[src/mgae_pkg.sv]
`default_nettype none
package mgae_pkg;

    localparam logic [4:0]  DEVAD            = 5'h07;

    localparam logic [15:0] ADDR_AN_CTRL     = 16'h0020;
    localparam logic [15:0] ADDR_AN_STAT     = 16'h0021;
    localparam logic [15:0] ADDR_EEE_ADV     = 16'h003c;
    localparam logic [15:0] ADDR_EEE_LP      = 16'h003d;
    localparam logic [15:0] ADDR_EEE_ADV2    = 16'h003e;
    localparam logic [15:0] ADDR_EEE_LP2     = 16'h003f;
    localparam logic [15:0] ADDR_PREC_CTRL   = 16'h0040;
    localparam logic [15:0] ADDR_PREC_STAT   = 16'h0041;

    localparam int BIT_LT_ADV          = 0;
    localparam int BIT_CFG_FAULT       = 15;
    localparam int BIT_ROLE            = 14;
    localparam int BIT_LOCAL_RX        = 13;
    localparam int BIT_REMOTE_RX       = 12;
    localparam int BIT_LP_TEN          = 11;
    localparam int BIT_LP_LOOP         = 10;
    localparam int BIT_LP_TRAIN        = 9;
    localparam int BIT_LP_FIVE         = 6;
    localparam int BIT_LP_TWO_HALF     = 5;
    localparam int BIT_FR_FIVE         = 4;
    localparam int BIT_FR_TWO_HALF     = 3;
    localparam int BIT_FR_TEN          = 1;
    localparam int EEE_MSB             = 6;
    localparam int EEE_LSB             = 1;
    localparam int BIT_EEE_FIVE        = 1;
    localparam int BIT_EEE_TWO_HALF    = 0;
    localparam int BIT_PREC_TWO_HALF   = 3;
    localparam int BIT_PREC_FIVE       = 2;

    localparam logic       RST_LT_ADV    = 1'b1;
    localparam logic       RST_CFG_FAULT = 1'b0;
    localparam logic [5:0] RST_EEE_ADV   = 6'h07;
    localparam logic [1:0] RST_EEE_ADV2  = 2'h0;
    localparam logic [1:0] RST_PREC_REQ  = 2'h0;

    localparam logic [5:0] PRE_ONES      = 6'h20;
    localparam logic [4:0] HDR_LAST      = 5'h0c;
    localparam logic [4:0] DATA_LAST     = 5'h0f;
    localparam logic [1:0] OP_ADDR       = 2'h0;
    localparam logic [1:0] OP_WRITE      = 2'h1;
    localparam logic [1:0] OP_READ_INC   = 2'h2;
    localparam logic [1:0] OP_READ       = 2'h3;

    typedef enum logic [1:0] {MS_PRE, MS_HDR, MS_TA, MS_DATA} mgae_mdio_e;

    typedef struct packed {
        logic       ten_gig_able;
        logic       loop_timing_able;
        logic       training_reset_req;
        logic       five_gig_able;
        logic       two_half_gig_able;
        logic       fast_retrain_five;
        logic       fast_retrain_two_half;
        logic       fast_retrain_ten;
        logic [5:0] eee;
        logic       eee_five;
        logic       eee_two_half;
        logic       precoder_req_two_half;
        logic       precoder_req_five;
    } mgae_partner_s;

    typedef struct packed {
        logic role_resolved;
        logic local_rx_ok;
        logic remote_rx_ok;
        logic cfg_fault;
        logic loop_timing_able;
    } mgae_link_s;

    typedef struct packed {
        logic [5:0] eee_adv;
        logic       eee_five_adv;
        logic       eee_two_half_adv;
        logic       precoder_req_two_half;
        logic       precoder_req_five;
        logic       loop_timing_adv;
    } mgae_local_s;

    typedef struct packed {
        logic mdc;
        logic mdio;
    } mgae_pins_s;

endpackage : mgae_pkg
`default_nettype wire

[src/mgae_flag.sv]
`timescale 1ns/100ps
`default_nettype none
module mgae_flag #(
    parameter logic RST = 1'b0
) (
    input  wire logic clock_i,
    input  wire logic rst_n_i,
    input  wire logic set_i,
    input  wire logic clr_i,
    output logic      q_o
);
    typedef struct packed {
        logic q;
    } mgae_flag_s;

    mgae_flag_s st_r;
    mgae_flag_s st_nxt;

    // Set wins over a clear in the same cycle, so no event is lost
    always_comb begin
        st_nxt   = st_r;
        st_nxt.q = set_i | (st_r.q & ~clr_i);
    end

    always_ff @(posedge clock_i) begin
        if (!rst_n_i) begin
            st_r.q <= RST;
        end else begin
            st_r <= st_nxt;
        end
    end

    assign q_o = st_r.q;
endmodule : mgae_flag
`default_nettype wire

[src/mgae_regs.sv]
`timescale 1ns/100ps
`default_nettype none
module mgae_regs #(
    parameter logic [4:0] PORT_ADDR = 5'h00
) (
    input  wire logic                   clock_i,
    input  wire logic                   rst_n_i,
    input  wire logic                   mdc_i,
    input  wire logic                   mdio_i,
    output logic                        mdio_o,
    output logic                        mdio_oe_o,
    input  wire logic                   page_valid_i,
    input  wire mgae_pkg::mgae_partner_s partner_i,
    input  wire mgae_pkg::mgae_link_s    link_i,
    output mgae_pkg::mgae_local_s        local_adv_o
);
    typedef struct packed {
        mgae_pkg::mgae_mdio_e    state;
        logic [4:0]              cnt;
        logic [5:0]              pre;
        logic [15:0]             sh;
        logic [1:0]              op;
        logic                    match;
        logic [15:0]             addr;
        logic                    mdc_d;
        logic                    mdio_o;
        logic                    mdio_oe;
        mgae_pkg::mgae_partner_s partner;
        logic [5:0]              eee_adv;
        logic [1:0]              eee_adv2;
        logic [1:0]              prec_req;
    } mgae_regs_s;

    mgae_regs_s          st_r;
    mgae_regs_s          st_nxt;
    mgae_pkg::mgae_pins_s pins_s;
    logic                lt_q;
    logic                fault_q;
    logic                rd_an_ctrl;
    logic                rd_an_stat;
    logic                mdc_rise;
    logic [15:0]         rdata;
    logic [15:0]         wdata;
    logic [12:0]         hdr;

    // Pins are asynchronous to clock_i; MDC must stay well below clock_i/8
    mgae_sync #(
        .W(2)
    ) u_sync (
        .clock_i(clock_i),
        .rst_n_i(rst_n_i),
        .d_i    ({mdc_i, mdio_i}),
        .q_o    (pins_s)
    );

    mgae_flag #(
        .RST(mgae_pkg::RST_LT_ADV)
    ) u_lt_flag (
        .clock_i(clock_i),
        .rst_n_i(rst_n_i),
        .set_i  (link_i.loop_timing_able),
        .clr_i  (rd_an_ctrl),
        .q_o    (lt_q)
    );

    mgae_flag #(
        .RST(mgae_pkg::RST_CFG_FAULT)
    ) u_fault_flag (
        .clock_i(clock_i),
        .rst_n_i(rst_n_i),
        .set_i  (link_i.cfg_fault),
        .clr_i  (rd_an_stat),
        .q_o    (fault_q)
    );

    always_comb begin
        st_nxt     = st_r;
        rd_an_ctrl = 1'b0;
        rd_an_stat = 1'b0;
        mdc_rise   = pins_s.mdc & ~st_r.mdc_d;
        wdata      = {st_r.sh[14:0], pins_s.mdio};
        hdr        = {st_r.sh[11:0], pins_s.mdio};
        st_nxt.mdc_d = pins_s.mdc;

        // Read view; unlisted and reserved bits stay zero
        rdata = 16'h0000;
        case (st_r.addr)
            mgae_pkg::ADDR_AN_CTRL: begin
                rdata[mgae_pkg::BIT_LT_ADV] = lt_q;
            end
            mgae_pkg::ADDR_AN_STAT: begin
                rdata[mgae_pkg::BIT_CFG_FAULT]   = fault_q;
                rdata[mgae_pkg::BIT_ROLE]        = link_i.role_resolved;
                rdata[mgae_pkg::BIT_LOCAL_RX]    = link_i.local_rx_ok;
                rdata[mgae_pkg::BIT_REMOTE_RX]   = link_i.remote_rx_ok;
                rdata[mgae_pkg::BIT_LP_TEN]      = st_r.partner.ten_gig_able;
                rdata[mgae_pkg::BIT_LP_LOOP]     = st_r.partner.loop_timing_able;
                rdata[mgae_pkg::BIT_LP_TRAIN]    = st_r.partner.training_reset_req;
                rdata[mgae_pkg::BIT_LP_FIVE]     = st_r.partner.five_gig_able;
                rdata[mgae_pkg::BIT_LP_TWO_HALF] = st_r.partner.two_half_gig_able;
                rdata[mgae_pkg::BIT_FR_FIVE]     = st_r.partner.fast_retrain_five;
                rdata[mgae_pkg::BIT_FR_TWO_HALF] = st_r.partner.fast_retrain_two_half;
                rdata[mgae_pkg::BIT_FR_TEN]      = st_r.partner.fast_retrain_ten;
            end
            mgae_pkg::ADDR_EEE_ADV: begin
                rdata[mgae_pkg::EEE_MSB:mgae_pkg::EEE_LSB] = st_r.eee_adv;
            end
            mgae_pkg::ADDR_EEE_LP: begin
                rdata[mgae_pkg::EEE_MSB:mgae_pkg::EEE_LSB] = st_r.partner.eee;
            end
            mgae_pkg::ADDR_EEE_ADV2: begin
                rdata[1:0] = st_r.eee_adv2;
            end
            mgae_pkg::ADDR_EEE_LP2: begin
                rdata[mgae_pkg::BIT_EEE_FIVE]     = st_r.partner.eee_five;
                rdata[mgae_pkg::BIT_EEE_TWO_HALF] = st_r.partner.eee_two_half;
            end
            mgae_pkg::ADDR_PREC_CTRL: begin
                rdata[3:2] = st_r.prec_req;
            end
            mgae_pkg::ADDR_PREC_STAT: begin
                rdata[mgae_pkg::BIT_PREC_TWO_HALF] = st_r.partner.precoder_req_two_half;
                rdata[mgae_pkg::BIT_PREC_FIVE]     = st_r.partner.precoder_req_five;
            end
            default: begin
                rdata = 16'h0000;
            end
        endcase

        // Partner fields follow each received page as a whole
        if (page_valid_i) begin
            st_nxt.partner = partner_i;
        end

        if (mdc_rise) begin
            case (st_r.state)
                mgae_pkg::MS_PRE: begin
                    st_nxt.mdio_oe = 1'b0;
                    if (pins_s.mdio) begin
                        if (st_r.pre != mgae_pkg::PRE_ONES) begin
                            st_nxt.pre = st_r.pre + 6'h01;
                        end
                    end else if (st_r.pre == mgae_pkg::PRE_ONES) begin
                        st_nxt.state = mgae_pkg::MS_HDR;
                        st_nxt.cnt   = 5'h00;
                    end else begin
                        st_nxt.pre = 6'h00;
                    end
                end
                mgae_pkg::MS_HDR: begin
                    st_nxt.sh  = wdata;
                    st_nxt.cnt = st_r.cnt + 5'h01;
                    if (st_r.cnt == mgae_pkg::HDR_LAST) begin
                        // hdr: second start bit, opcode, port, device
                        st_nxt.op    = hdr[11:10];
                        st_nxt.match = ~hdr[12] && (hdr[9:5] == PORT_ADDR)
                                       && (hdr[4:0] == mgae_pkg::DEVAD);
                        st_nxt.state = mgae_pkg::MS_TA;
                        st_nxt.cnt   = 5'h00;
                    end
                end
                mgae_pkg::MS_TA: begin
                    if (st_r.cnt == 5'h00) begin
                        st_nxt.cnt = 5'h01;
                        if (st_r.match && st_r.op[1]) begin
                            st_nxt.mdio_oe = 1'b1;
                            st_nxt.mdio_o  = 1'b0;
                        end
                    end else begin
                        st_nxt.state = mgae_pkg::MS_DATA;
                        st_nxt.cnt   = 5'h00;
                        if (st_r.match && st_r.op[1]) begin
                            st_nxt.mdio_o = rdata[15];
                            st_nxt.sh     = {rdata[14:0], 1'b0};
                            // Latched bits clear when their word is read
                            rd_an_ctrl = (st_r.addr == mgae_pkg::ADDR_AN_CTRL);
                            rd_an_stat = (st_r.addr == mgae_pkg::ADDR_AN_STAT);
                            if (st_r.op == mgae_pkg::OP_READ_INC) begin
                                st_nxt.addr = st_r.addr + 16'h0001;
                            end
                        end
                    end
                end
                mgae_pkg::MS_DATA: begin
                    st_nxt.cnt = st_r.cnt + 5'h01;
                    if (st_r.op[1]) begin
                        st_nxt.mdio_o = st_r.sh[15];
                        st_nxt.sh     = {st_r.sh[14:0], 1'b0};
                    end else begin
                        st_nxt.sh = wdata;
                    end
                    if (st_r.cnt == mgae_pkg::DATA_LAST) begin
                        st_nxt.state   = mgae_pkg::MS_PRE;
                        st_nxt.pre     = 6'h00;
                        st_nxt.mdio_oe = 1'b0;
                        st_nxt.mdio_o  = 1'b0;
                        if (st_r.match && (st_r.op == mgae_pkg::OP_ADDR)) begin
                            st_nxt.addr = wdata;
                        end
                        if (st_r.match && (st_r.op == mgae_pkg::OP_WRITE)) begin
                            // Only writable fields take data
                            case (st_r.addr)
                                mgae_pkg::ADDR_EEE_ADV: begin
                                    st_nxt.eee_adv =
                                        wdata[mgae_pkg::EEE_MSB:mgae_pkg::EEE_LSB];
                                end
                                mgae_pkg::ADDR_EEE_ADV2: begin
                                    st_nxt.eee_adv2 = wdata[1:0];
                                end
                                mgae_pkg::ADDR_PREC_CTRL: begin
                                    st_nxt.prec_req = wdata[3:2];
                                end
                                default: begin
                                    st_nxt.eee_adv = st_r.eee_adv;
                                end
                            endcase
                        end
                    end
                end
                default: begin
                    st_nxt.state   = mgae_pkg::MS_PRE;
                    st_nxt.mdio_oe = 1'b0;
                end
            endcase
        end
    end

    always_ff @(posedge clock_i) begin
        if (!rst_n_i) begin
            st_r          <= '0;
            st_r.state    <= mgae_pkg::MS_PRE;
            st_r.mdc_d    <= 1'b1;
            st_r.eee_adv  <= mgae_pkg::RST_EEE_ADV;
            st_r.eee_adv2 <= mgae_pkg::RST_EEE_ADV2;
            st_r.prec_req <= mgae_pkg::RST_PREC_REQ;
        end else begin
            st_r <= st_nxt;
        end
    end

    assign mdio_o    = st_r.mdio_o;
    assign mdio_oe_o = st_r.mdio_oe;

    // Advertised fields go to the engine for its next outgoing pages
    assign local_adv_o.eee_adv               = st_r.eee_adv;
    assign local_adv_o.eee_five_adv          = st_r.eee_adv2[mgae_pkg::BIT_EEE_FIVE];
    assign local_adv_o.eee_two_half_adv      = st_r.eee_adv2[mgae_pkg::BIT_EEE_TWO_HALF];
    assign local_adv_o.precoder_req_two_half = st_r.prec_req[1];
    assign local_adv_o.precoder_req_five     = st_r.prec_req[0];
    assign local_adv_o.loop_timing_adv       = lt_q;
endmodule : mgae_regs
`default_nettype wire

[src/mgae_sync.sv]
`timescale 1ns/100ps
`default_nettype none
module mgae_sync #(
    parameter int W = 2
) (
    input  wire logic         clock_i,
    input  wire logic         rst_n_i,
    input  wire logic [W-1:0] d_i,
    output logic      [W-1:0] q_o
);
    typedef struct packed {
        logic [W-1:0] s1;
        logic [W-1:0] s2;
    } mgae_sync_s;

    mgae_sync_s st_r;
    mgae_sync_s st_nxt;

    // First stage feeds only the second stage
    always_comb begin
        st_nxt    = st_r;
        st_nxt.s1 = d_i;
        st_nxt.s2 = st_r.s1;
    end

    always_ff @(posedge clock_i) begin
        if (!rst_n_i) begin
            st_r <= '1;
        end else begin
            st_r <= st_nxt;
        end
    end

    assign q_o = st_r.s2;
endmodule : mgae_sync
`default_nettype wire

[config.mk]
export PLATFORM = sky130hd
export DESIGN_NAME = mgae_regs
export DESIGN_NICKNAME = d
export VERILOG_FILES = /design/src/mgae_pkg.sv /design/src/mgae_flag.sv /design/src/mgae_regs.sv /design/src/mgae_sync.sv
export SDC_FILE = /design/constraint.sdc
export NUM_CORES = 1
export LEC_CHECK = 0
export ABC_AREA = 1
export ABC_CLOCK_PERIOD_IN_PS = 4900
export BUFFER_PORTS_ARGS = -buffer_cell sky130_fd_sc_hd__buf_2
export CORE_UTILIZATION = 61
export CTS_CLUSTER_DIAMETER = 80
export DETAILED_ROUTE_END_ITERATION = 6
export PLACE_DENSITY = 0.9
export SLEW_MARGIN = 20
export SYNTH_ARGS = -nofsm -noshare
export SYNTH_HDL_FRONTEND = slang
export SYNTH_SLANG_ARGS = --single-unit
[constraint.sdc]
create_clock -name clock_i -period 4.9 [get_ports clock_i]
set_input_delay 0.49 -clock clock_i [delete_from_list [all_inputs] [get_ports clock_i]]
set_output_delay 0.49 -clock clock_i [all_outputs]
set_load 0.005 [all_outputs]
# After elaboration in Yosys (flattened, before gate mapping)
# Index checks and enable logic that the tools add are counted.
[op_classes] n_div=0 mul=0 n_bitwise=9 reduce_logical=24 addsub=3 n_eq_ne=30 n_shift=0 mux=44 n_lt_le_gt_ge=0
[ops] op="$mux 16" n=7
[ops] op="$eq 16x6->1 const B" n=6
[ops] op="$pmux 16 s3" n=1
[ops] op="$eq 16x7->1 const B" n=2
[ops] op="$pmux 16 s2" n=1
[ops] op="$mux 7" n=4
[ops] op="$pmux 7 s4" n=1
[ops] op="$reduce_and 5->1" n=5
[ops] op="$mux 6" n=4
[ops] op="$ne 2x2->1 const B" n=9
[ops] op="$add 16x1->16 const B" n=1
[ops] op="$mux 1" n=14
[ops] op="$pmux 6 s2" n=1
[ops] op="$eq 5x4->1 const B" n=2
[ops] op="$logic_not 5->1" n=2
[ops] op="$pmux 1 s5" n=2
[ops] op="$pmux 3 s3" n=1
[ops] op="$mux 2" n=4
[ops] op="$reduce_and 4->1" n=2
[ops] op="$reduce_and 7->1" n=1
[ops] op="$add 6x1->6 const B" n=1
[ops] op="$eq 2x2->1 const B" n=3
[ops] op="$eq 6x6->1 const B" n=1
[ops] op="$ne 3x3->1 const B" n=2
[ops] op="other kinds (17)" n=33
[word_totals] output_inout_bits=13 rom_bits=0 n_memories=0 register_bits=85 in_bits=28 latch_bits=0 elab_cells=140 ram_bits=0

# Logic depth before layout (Yosys ltp)
# Gate-level depths: netlist of run 1.
[depth] word_depth=8 mapped_depth=12 depth_no_buf=12

# By module
# A second synthesis of run 1 with hierarchy kept.
[hier_totals] hier_cells=668 area_unflattened_um2=4583.1
[by_module_without_submodules] module="mgae_regs" seq_area_each_um2=1581.5 cells_per_inst=644 area_per_inst_um2=4388.0 instances=1
[by_module_without_submodules] module="mgae_sync" seq_area_each_um2=80.1 cells_per_inst=12 area_per_inst_um2=110.1 instances=1
[by_module_without_submodules] module="mgae_flag (u_fault_flag)" seq_area_each_um2=20.0 cells_per_inst=6 area_per_inst_um2=43.8 instances=1
[by_module_without_submodules] module="mgae_flag (u_lt_flag)" seq_area_each_um2=20.0 cells_per_inst=6 area_per_inst_um2=41.3 instances=1

# Worst setup path before layout of run 1
# OpenSTA, ideal clock, no wires.
[synth_timing] path_type="register -> register" from="register st_r[73] (netlist name)" to="register st_r[71] (netlist name)" stages_incl_launch_ff=10 setup_ps=116 required_ps=4784 slack_ps=3203 arrival_ps=1581 cell_sequence="dfxtp_1 > ha_1 > nand2_1 > nor2_1 > ha_1 > nor2_4 > nor3_2 > nand2_2 > or2_1 > and3_1"
[synth_between] elab_chain_len=3
[synth_lines] item="start: declaration" line="mgae_regs.sv:34" source="mgae_regs_s st_r;"
[synth_lines] item="start signal: assignment" line="mgae_regs.sv:237" source="st_r <= st_nxt;"
[synth_lines] item="$eq 5x4->1" line="mgae_regs.sv:192" source="if (st_r.cnt == mgae_pkg::DATA_LAST) begin"
[synth_lines] item="$ne 2x2->1 (no source line)"
[synth_lines] item="$reduce_and 5->1 (no source line)"
# Every way passes these cells.
# A chain may end at the register's enable or synchronous reset.

# Worst setup path in the final report of run 1
[layout_timing] from="register st_r[77] (netlist name)" to="register st_r[43] (netlist name)"
[layout_between] elab_chain_len=3 elab_cells_between_ends=10 classes_between="eq/ne (7); mux (1); reduce/logical (2)"
[layout_lines] item="$eq 2x2->1" line="mgae_regs.sv:136" source="case (st_r.state)"
[layout_lines] item="$ne 2x2->1 (no source line) or $reduce_bool 2->1 (tied branches)"
[layout_lines] item="$reduce_and 7->1 (no source line)"
# Several ways; a longest one is shown, not always the timed one.

==> results of run 1 <==
-- registers in the layout (all words and copies together), names as in the netlist, named ones only --
register,count
hdr,12
local_adv_o,10
mdio_o,1
mdio_oe_o,1
st_r,54
u_fault_flag.q_o,1
u_lt_flag.q_o,1
u_sync.q_o,2
u_sync.st_nxt,2
-- power by group through the flow --
stage               combinational [µW]  sequential [µW]  clock (µW)
global route                      56.8              713         577
global placement                  47.0              727           0
finish                            49.5              711         540
detailed placement                49.3              727           0
CTS                               49.5              711         539
floorplan                         32.2              724           0
-- cell usage in the layout, fill, tap and decap left out, types with 6 or more instances in the layout --
master    synthesis  routed
buf_2             5      40
ha_1             13      13
nor2_2            6       6
inv_1            51      51
dfxtp_1          85      85
a21oi_1          58      58
clkbuf_8          0       9
o21ai_0          55      55
nand3_1          63      63
inv_2             9       9
nand4_1           9       9
nor2_1           79      79
nand2_1         115     115
nand2_2           6       6
-- metrics by stage --
step,power [µW],worst slack [ps],area (µm²),instances
finish,1300,2343,5007,774
CTS,1299,2436,5007,774
global placement,773.6,2570,4796,758
detailed placement,776.3,2479,4796,758
global route,1346,2217,5007,774
floorplan,756.6,3203,4703,655
-- logic make-up after synthesis --
| family | after synthesis | share of synthesized area [%] |
|---|---|---|
| xor gates and xnor gates | 5 | 0.9311 |
| adders and majority gates | 13 | 3.458 |
| DFF | 85 | 36.18 |
| buffers and inverters | 98 | 9.976 |
| AOI/OAI and AO/OA | 138 | 15.99 |
| and+or+nand+nor | 316 | 33.47 |
-- area by class of cell --
cell class	count	share of cell area [%]
clock inverters	7	1.749
inverters	62	4.748
multi-input cells	472	50.57
flip-flops and latches	85	33.98
clock buffers	9	2.474
well taps	99	2.474
repair buffers	40	3.998
-- routing by layer --
layer  global-route usage, %  share of wire, %  vias up
met2                   50.06                48      220
met1                   38.97                42     2086
li1                        -                 -     2188
met3                   4.484               8.4       18
met5                       0                 0        -
met4                   10.38               1.6        0
-- path summary, 6_finish.rpt --
| kind | from | to | slack (ps) | cells after the start |
|---|---|---|---|---|
| hold reg to reg | u_sync.st_nxt[0]$_SDFF_PN1_ | u_sync.q_o[0]$_SDFF_PN1_ | 420 | 1 |
| setup / recovery | st_r[77]$_SDFFE_PN0P_ | st_r[43]$_SDFFE_PN0P_ | 2340 | 10 |
| setup reg to reg | st_r[77]$_SDFFE_PN0P_ | st_r[43]$_SDFFE_PN0P_ | 2340 | 10 |
| hold / removal | mdio_i | u_sync.st_nxt[0]$_SDFF_PN1_ | 290 | 2 |
==> metrics.txt, run 1 <==
status=complete, no violations; CTS H-tree depth=3; # rows=31; largest cells by area after synthesis=dfxtp_1 36%, nand2_1 9.2%, nand3_1 6.7%; # Post-CTS Setup Buffers=0; Avg Inst Size Synth=7.181 µm²; Die ar.=8066 µm²; share of flip-flops with an asynchronous set or reset=0%; Commonest cells post-synth=115 x nand2_1, 85 x dfxtp_1, 79 x nor2_1; GRT Util Overall=29.79%; Post-synth top flop=dfxtp_1; crit path DAT=2850 ps; core area=7370 µm²; fraction of layout cells with a size suffix above 1=16.15%; routed len/inst=14.87 µm; # hold bufs at CTS=0; Final Slew Violations=0; number of filler cells placed in the layout=roughly 600; first-pass iteration count of the detailed router=6; synth warn=0; initial DRC count=440; Detailed Route WL=11,510 µm; kind of critical path=reg -> reg; initial antenna violation count=0; setup_tns=0 ps; Netlist Area Pre-Place=4703 µm²; CTS buffer count=9; global-route wire length before repair=19,510 µm; ANT cells=0; CTS Sinks=between 80 and 90; clk buf depth=2; CTS clk-pin slew, worst paths=90 ps; RSZ-0062 raised after global routing=false; Yosys cell types=48; share of the synthesized area in the top cell type=a little over a third; Power Internal=971.3 µW; area leader, netlist=dfxtp_1; CTS tree=built; Vias=4,512; Synth Instances=between 600 and 700; Port Buf Inserts=40; area grow syn2layout=6.464%; Initial Util=63.82%; Synth Register Bits=85; CP max stage cell=ha_1; routability congestion estimate=just over 0.9; final net count=~700; Final Cycle Share=a little over half; Root Buffer=clkbuf_8; Flop pwr share=54.7%; Tmin final=2557 ps; DR vias/cell=5.829; Hold Crit Class=in -> reg; post-cts resize count=0; CP Buf/Inv Count=2; Register Area=1702 µm²; Max IR drop VDD=0.2033 mV; hold violation count in the final report=0; insertion delay of the later-clocked pin in the worst-skew pair=380 ps; Largest delay share family, worst path=simple AND/OR/NAND/NOR gates; sequential share of the synthesized area=36.18%; PwrDens=259.7 nW/µm²; Clock power frac=roughly 42%; Final Setup Violations=0; Sw Ratio=25.30%; final core utilization=a little under 70%; DP Wirelength=8153 µm; vias in the first global route=4,171; NetSw=328.9 µW; die width=89.81 µm; combinational share of power=3.8%; aggregate global routing overflow=0; Slew headroom=39.22%; Routed Antenna Nets=0; Post-synth EDFFs=0; CP max FO=19; Fmax=391.1 MHz; critical path's largest stage delay=roughly 740 ps; most common cell in the netlist=nand2_1; LEAKAGE=0.002064 µW; Setup crit start kind=register; Crit. End Element=register; worst slew pin tran=between 900 and 1000 ps; pin count of the biggest net entering global routing=57; Setup Skew=11.94 ps; Net Count, Synth=696; multi-input logic area=2532 µm²; # Max-Cap Violations=0; CP cell instances=inv_1, ha_1, nand2_4, nand2_2, nand4_4, nor2_8, inv_2, nor2_1, nand2_1, a21oi_1; final hold slack=292.5 ps; IO Pins=41; Worst Path Required=5190 ps; Die H=between 80 and 90 µm; DRC=0
Note: power is estimated with default switching activity, not from simulation.
==> run 2: changes to the inputs <==
--- a/config.mk
+++ b/config.mk
@@ -6,12 +6,12 @@
 export NUM_CORES = 1
 export LEC_CHECK = 0
 export ABC_AREA = 1
-export ABC_CLOCK_PERIOD_IN_PS = 4900
+export ABC_CLOCK_PERIOD_IN_PS = 2200
 export BUFFER_PORTS_ARGS = -buffer_cell sky130_fd_sc_hd__buf_2
-export CORE_UTILIZATION = 61
+export CORE_UTILIZATION = 54
 export CTS_CLUSTER_DIAMETER = 80
 export DETAILED_ROUTE_END_ITERATION = 6
-export PLACE_DENSITY = 0.9
+export PLACE_DENSITY = 0.85
 export SLEW_MARGIN = 20
 export SYNTH_ARGS = -nofsm -noshare
 export SYNTH_HDL_FRONTEND = slang
==> constraint.sdc (replaced) <==
create_clock -name clock_i -period 2.2 [get_ports clock_i]
set_input_delay 0.22 -clock clock_i [delete_from_list [all_inputs] [get_ports clock_i]]
set_output_delay 0.22 -clock clock_i [all_outputs]
set_load 0.005 [all_outputs]
==> run 2 against run 1 <==
- utilization fell by 7.0 points
- final cell count increased by 1.6%
- clock power increased by 140%
- clock skew up 3.2 ps
- critical endpoint unchanged
==> metrics.txt, run 2 (synthesis results as in run 1) <==
Setup crit start kind=register; final hold slack=roughly 43 ps; Final Slew Violations=0; IO Pins=41; Routed Antenna Nets=0; critical path's largest stage delay=420 ps; Hold Crit Class=in -> reg; initial DRC count=469; fraction of layout cells with a size suffix above 1=16.89%; CP max FO=19; worst r2r dst=st_r[43]$_SDFFE_PN0P_; routability congestion estimate=0.9299; worst slew pin tran=approximately 770 ps; DRC=0; DR vias/cell=5.693; Detailed Route WL=11,450 µm; pin count of the biggest net entering global routing=56; aggregate global routing overflow=0; setup_tns=0 ps; RSZ-0062 raised after global routing=false; placed cell area=4848 µm²; ANT cells=0; Vias=4,475; CP Buf/Inv Count=2; insertion delay of the later-clocked pin in the worst-skew pair=370 ps; R2R Path Start=st_r[77]$_SDFFE_PN0P_; Worst Path Required=2500 ps; Root Buffer=clkbuf_8; Initial Util=56.39%; number of flip-flops in the largest register=54; CP max stage cell=dfxtp_1; Die H=about 95 µm; Biggest register=st_r; Worst Setup SP=st_r[77]$_SDFFE_PN0P_; # hold bufs at CTS=0; Fmax=488.0 MHz; Tmin final=around 2000 ps; final net count=717; vias in the first global route=4,028; CP Capture Point=st_r[43]$_SDFFE_PN0P_; crit path DAT=roughly 2400 ps; Port Buf Inserts=40; Crit. End Element=register; PwrDens=approximately 600 nW/µm²; CTS buffer count=9; CTS clk-pin slew, worst paths=90 ps; reg-to-reg setup timing slack=150 ps; CTS tree=built; core area=8341 µm²; CP cell instances=inv_1, ha_1, nand2_2, nand4_4, nor2_8, inv_2, nor2_1, nand2_1, a21oi_1; # Max-Cap Violations=0; post-cts resize count=0; Slew headroom=48.67%; Crit path depth=9; Final Cell Area=5080 µm²; global-route wire length before repair=roughly 19,000 µm; number of filler cells placed in the layout=755; hold violation count in the final report=0; first-pass iteration count of the detailed router=6; routed len/inst=14.56 µm; commonest non-fill, non-tap cell in the layout=nand2_1; DP Wirelength=8282 µm; # rows=33; clk buf depth=2; Largest delay share family, worst path=simple AND/OR/NAND/NOR gates; CTS H-tree depth=3; Final Cycle Share=93.15%; CTS Sinks=85; LEAKAGE=0.002097 µW; Die ar.=roughly 9100 µm²; area grow syn2layout=8.007%; post-layout total power=3007 µW; status=complete, no violations; kind of critical path=reg -> reg; GRT Util Overall=26.67%; most frequent cells in the layout=115 x nand2_1, 85 x dfxtp_1, 79 x nor2_1, 63 x nand3_1, 58 x a21oi_1; Max IR drop VDD=a little under 0.4 mV; FF-to-FF path depth=9; die width=roughly 95 µm; Final Setup Violations=0; initial antenna violation count=0; # Post-CTS Setup Buffers=0; Setup Skew=15.11 ps
run 2: metrics by stage:
step                worst slack [ps]  std cells  utilization (%)
floorplan                      503.2        655                -
global placement               319.3        770            58.13
global route                   8.755        786            60.91
finish                         150.8        786            60.91
detailed placement             188.7        770            58.13
CTS                            160.7        786            60.91
run 2: where the power goes:
part / internal [µW] / switching, µW / total [µW]
Sequential: 1570 / 16.9 / 1580
Clock: 681 / 629 / 1310
Combinational: 43.5 / 69.7 / 113
Total: 2290 / 716 / 3010
run 2: how the worst min path moves through the flow:
stage	startpoint	endpoint	slack, ps	cells past startpoint
finish	mdc_i	u_sync.st_nxt[1]$_SDFF_PN1_	40	2
global placement	u_sync.st_nxt[1]$_SDFF_PN1_	u_sync.q_o[1]$_SDFF_PN1_	400	1
global route	mdio_i	u_sync.st_nxt[0]$_SDFF_PN1_	40	2
detailed placement	u_sync.st_nxt[0]$_SDFF_PN1_	u_sync.q_o[0]$_SDFF_PN1_	400	1
CTS	mdio_i	u_sync.st_nxt[0]$_SDFF_PN1_	40	2
floorplan	link_i[0]	u_lt_flag.q_o$_SDFF_PN1_	320	2
run 2: area by class of cell:
class                           instances  area [µm²]  share of cell area, %
Clock buffer                           10       137.6                  2.709
Clock inverter                          6       93.84                  1.847
Inverter                               62       237.7                  4.680
Multi-Input combinational cell        472        2532                  49.85
Sequential cell                        85        1702                  33.50
Tap cell                              105       131.4                  2.586
Timing Repair Buffer                   46       245.2                  4.828
run 2: routing by layer:
metal,track usage (%),up-vias,share of wire (%)
met2,42.02,182,46
met3,5.502,40,7.8
li1,-,2202,-
met4,10.98,0,2.6
met5,0,-,0
met1,35.37,2051,44
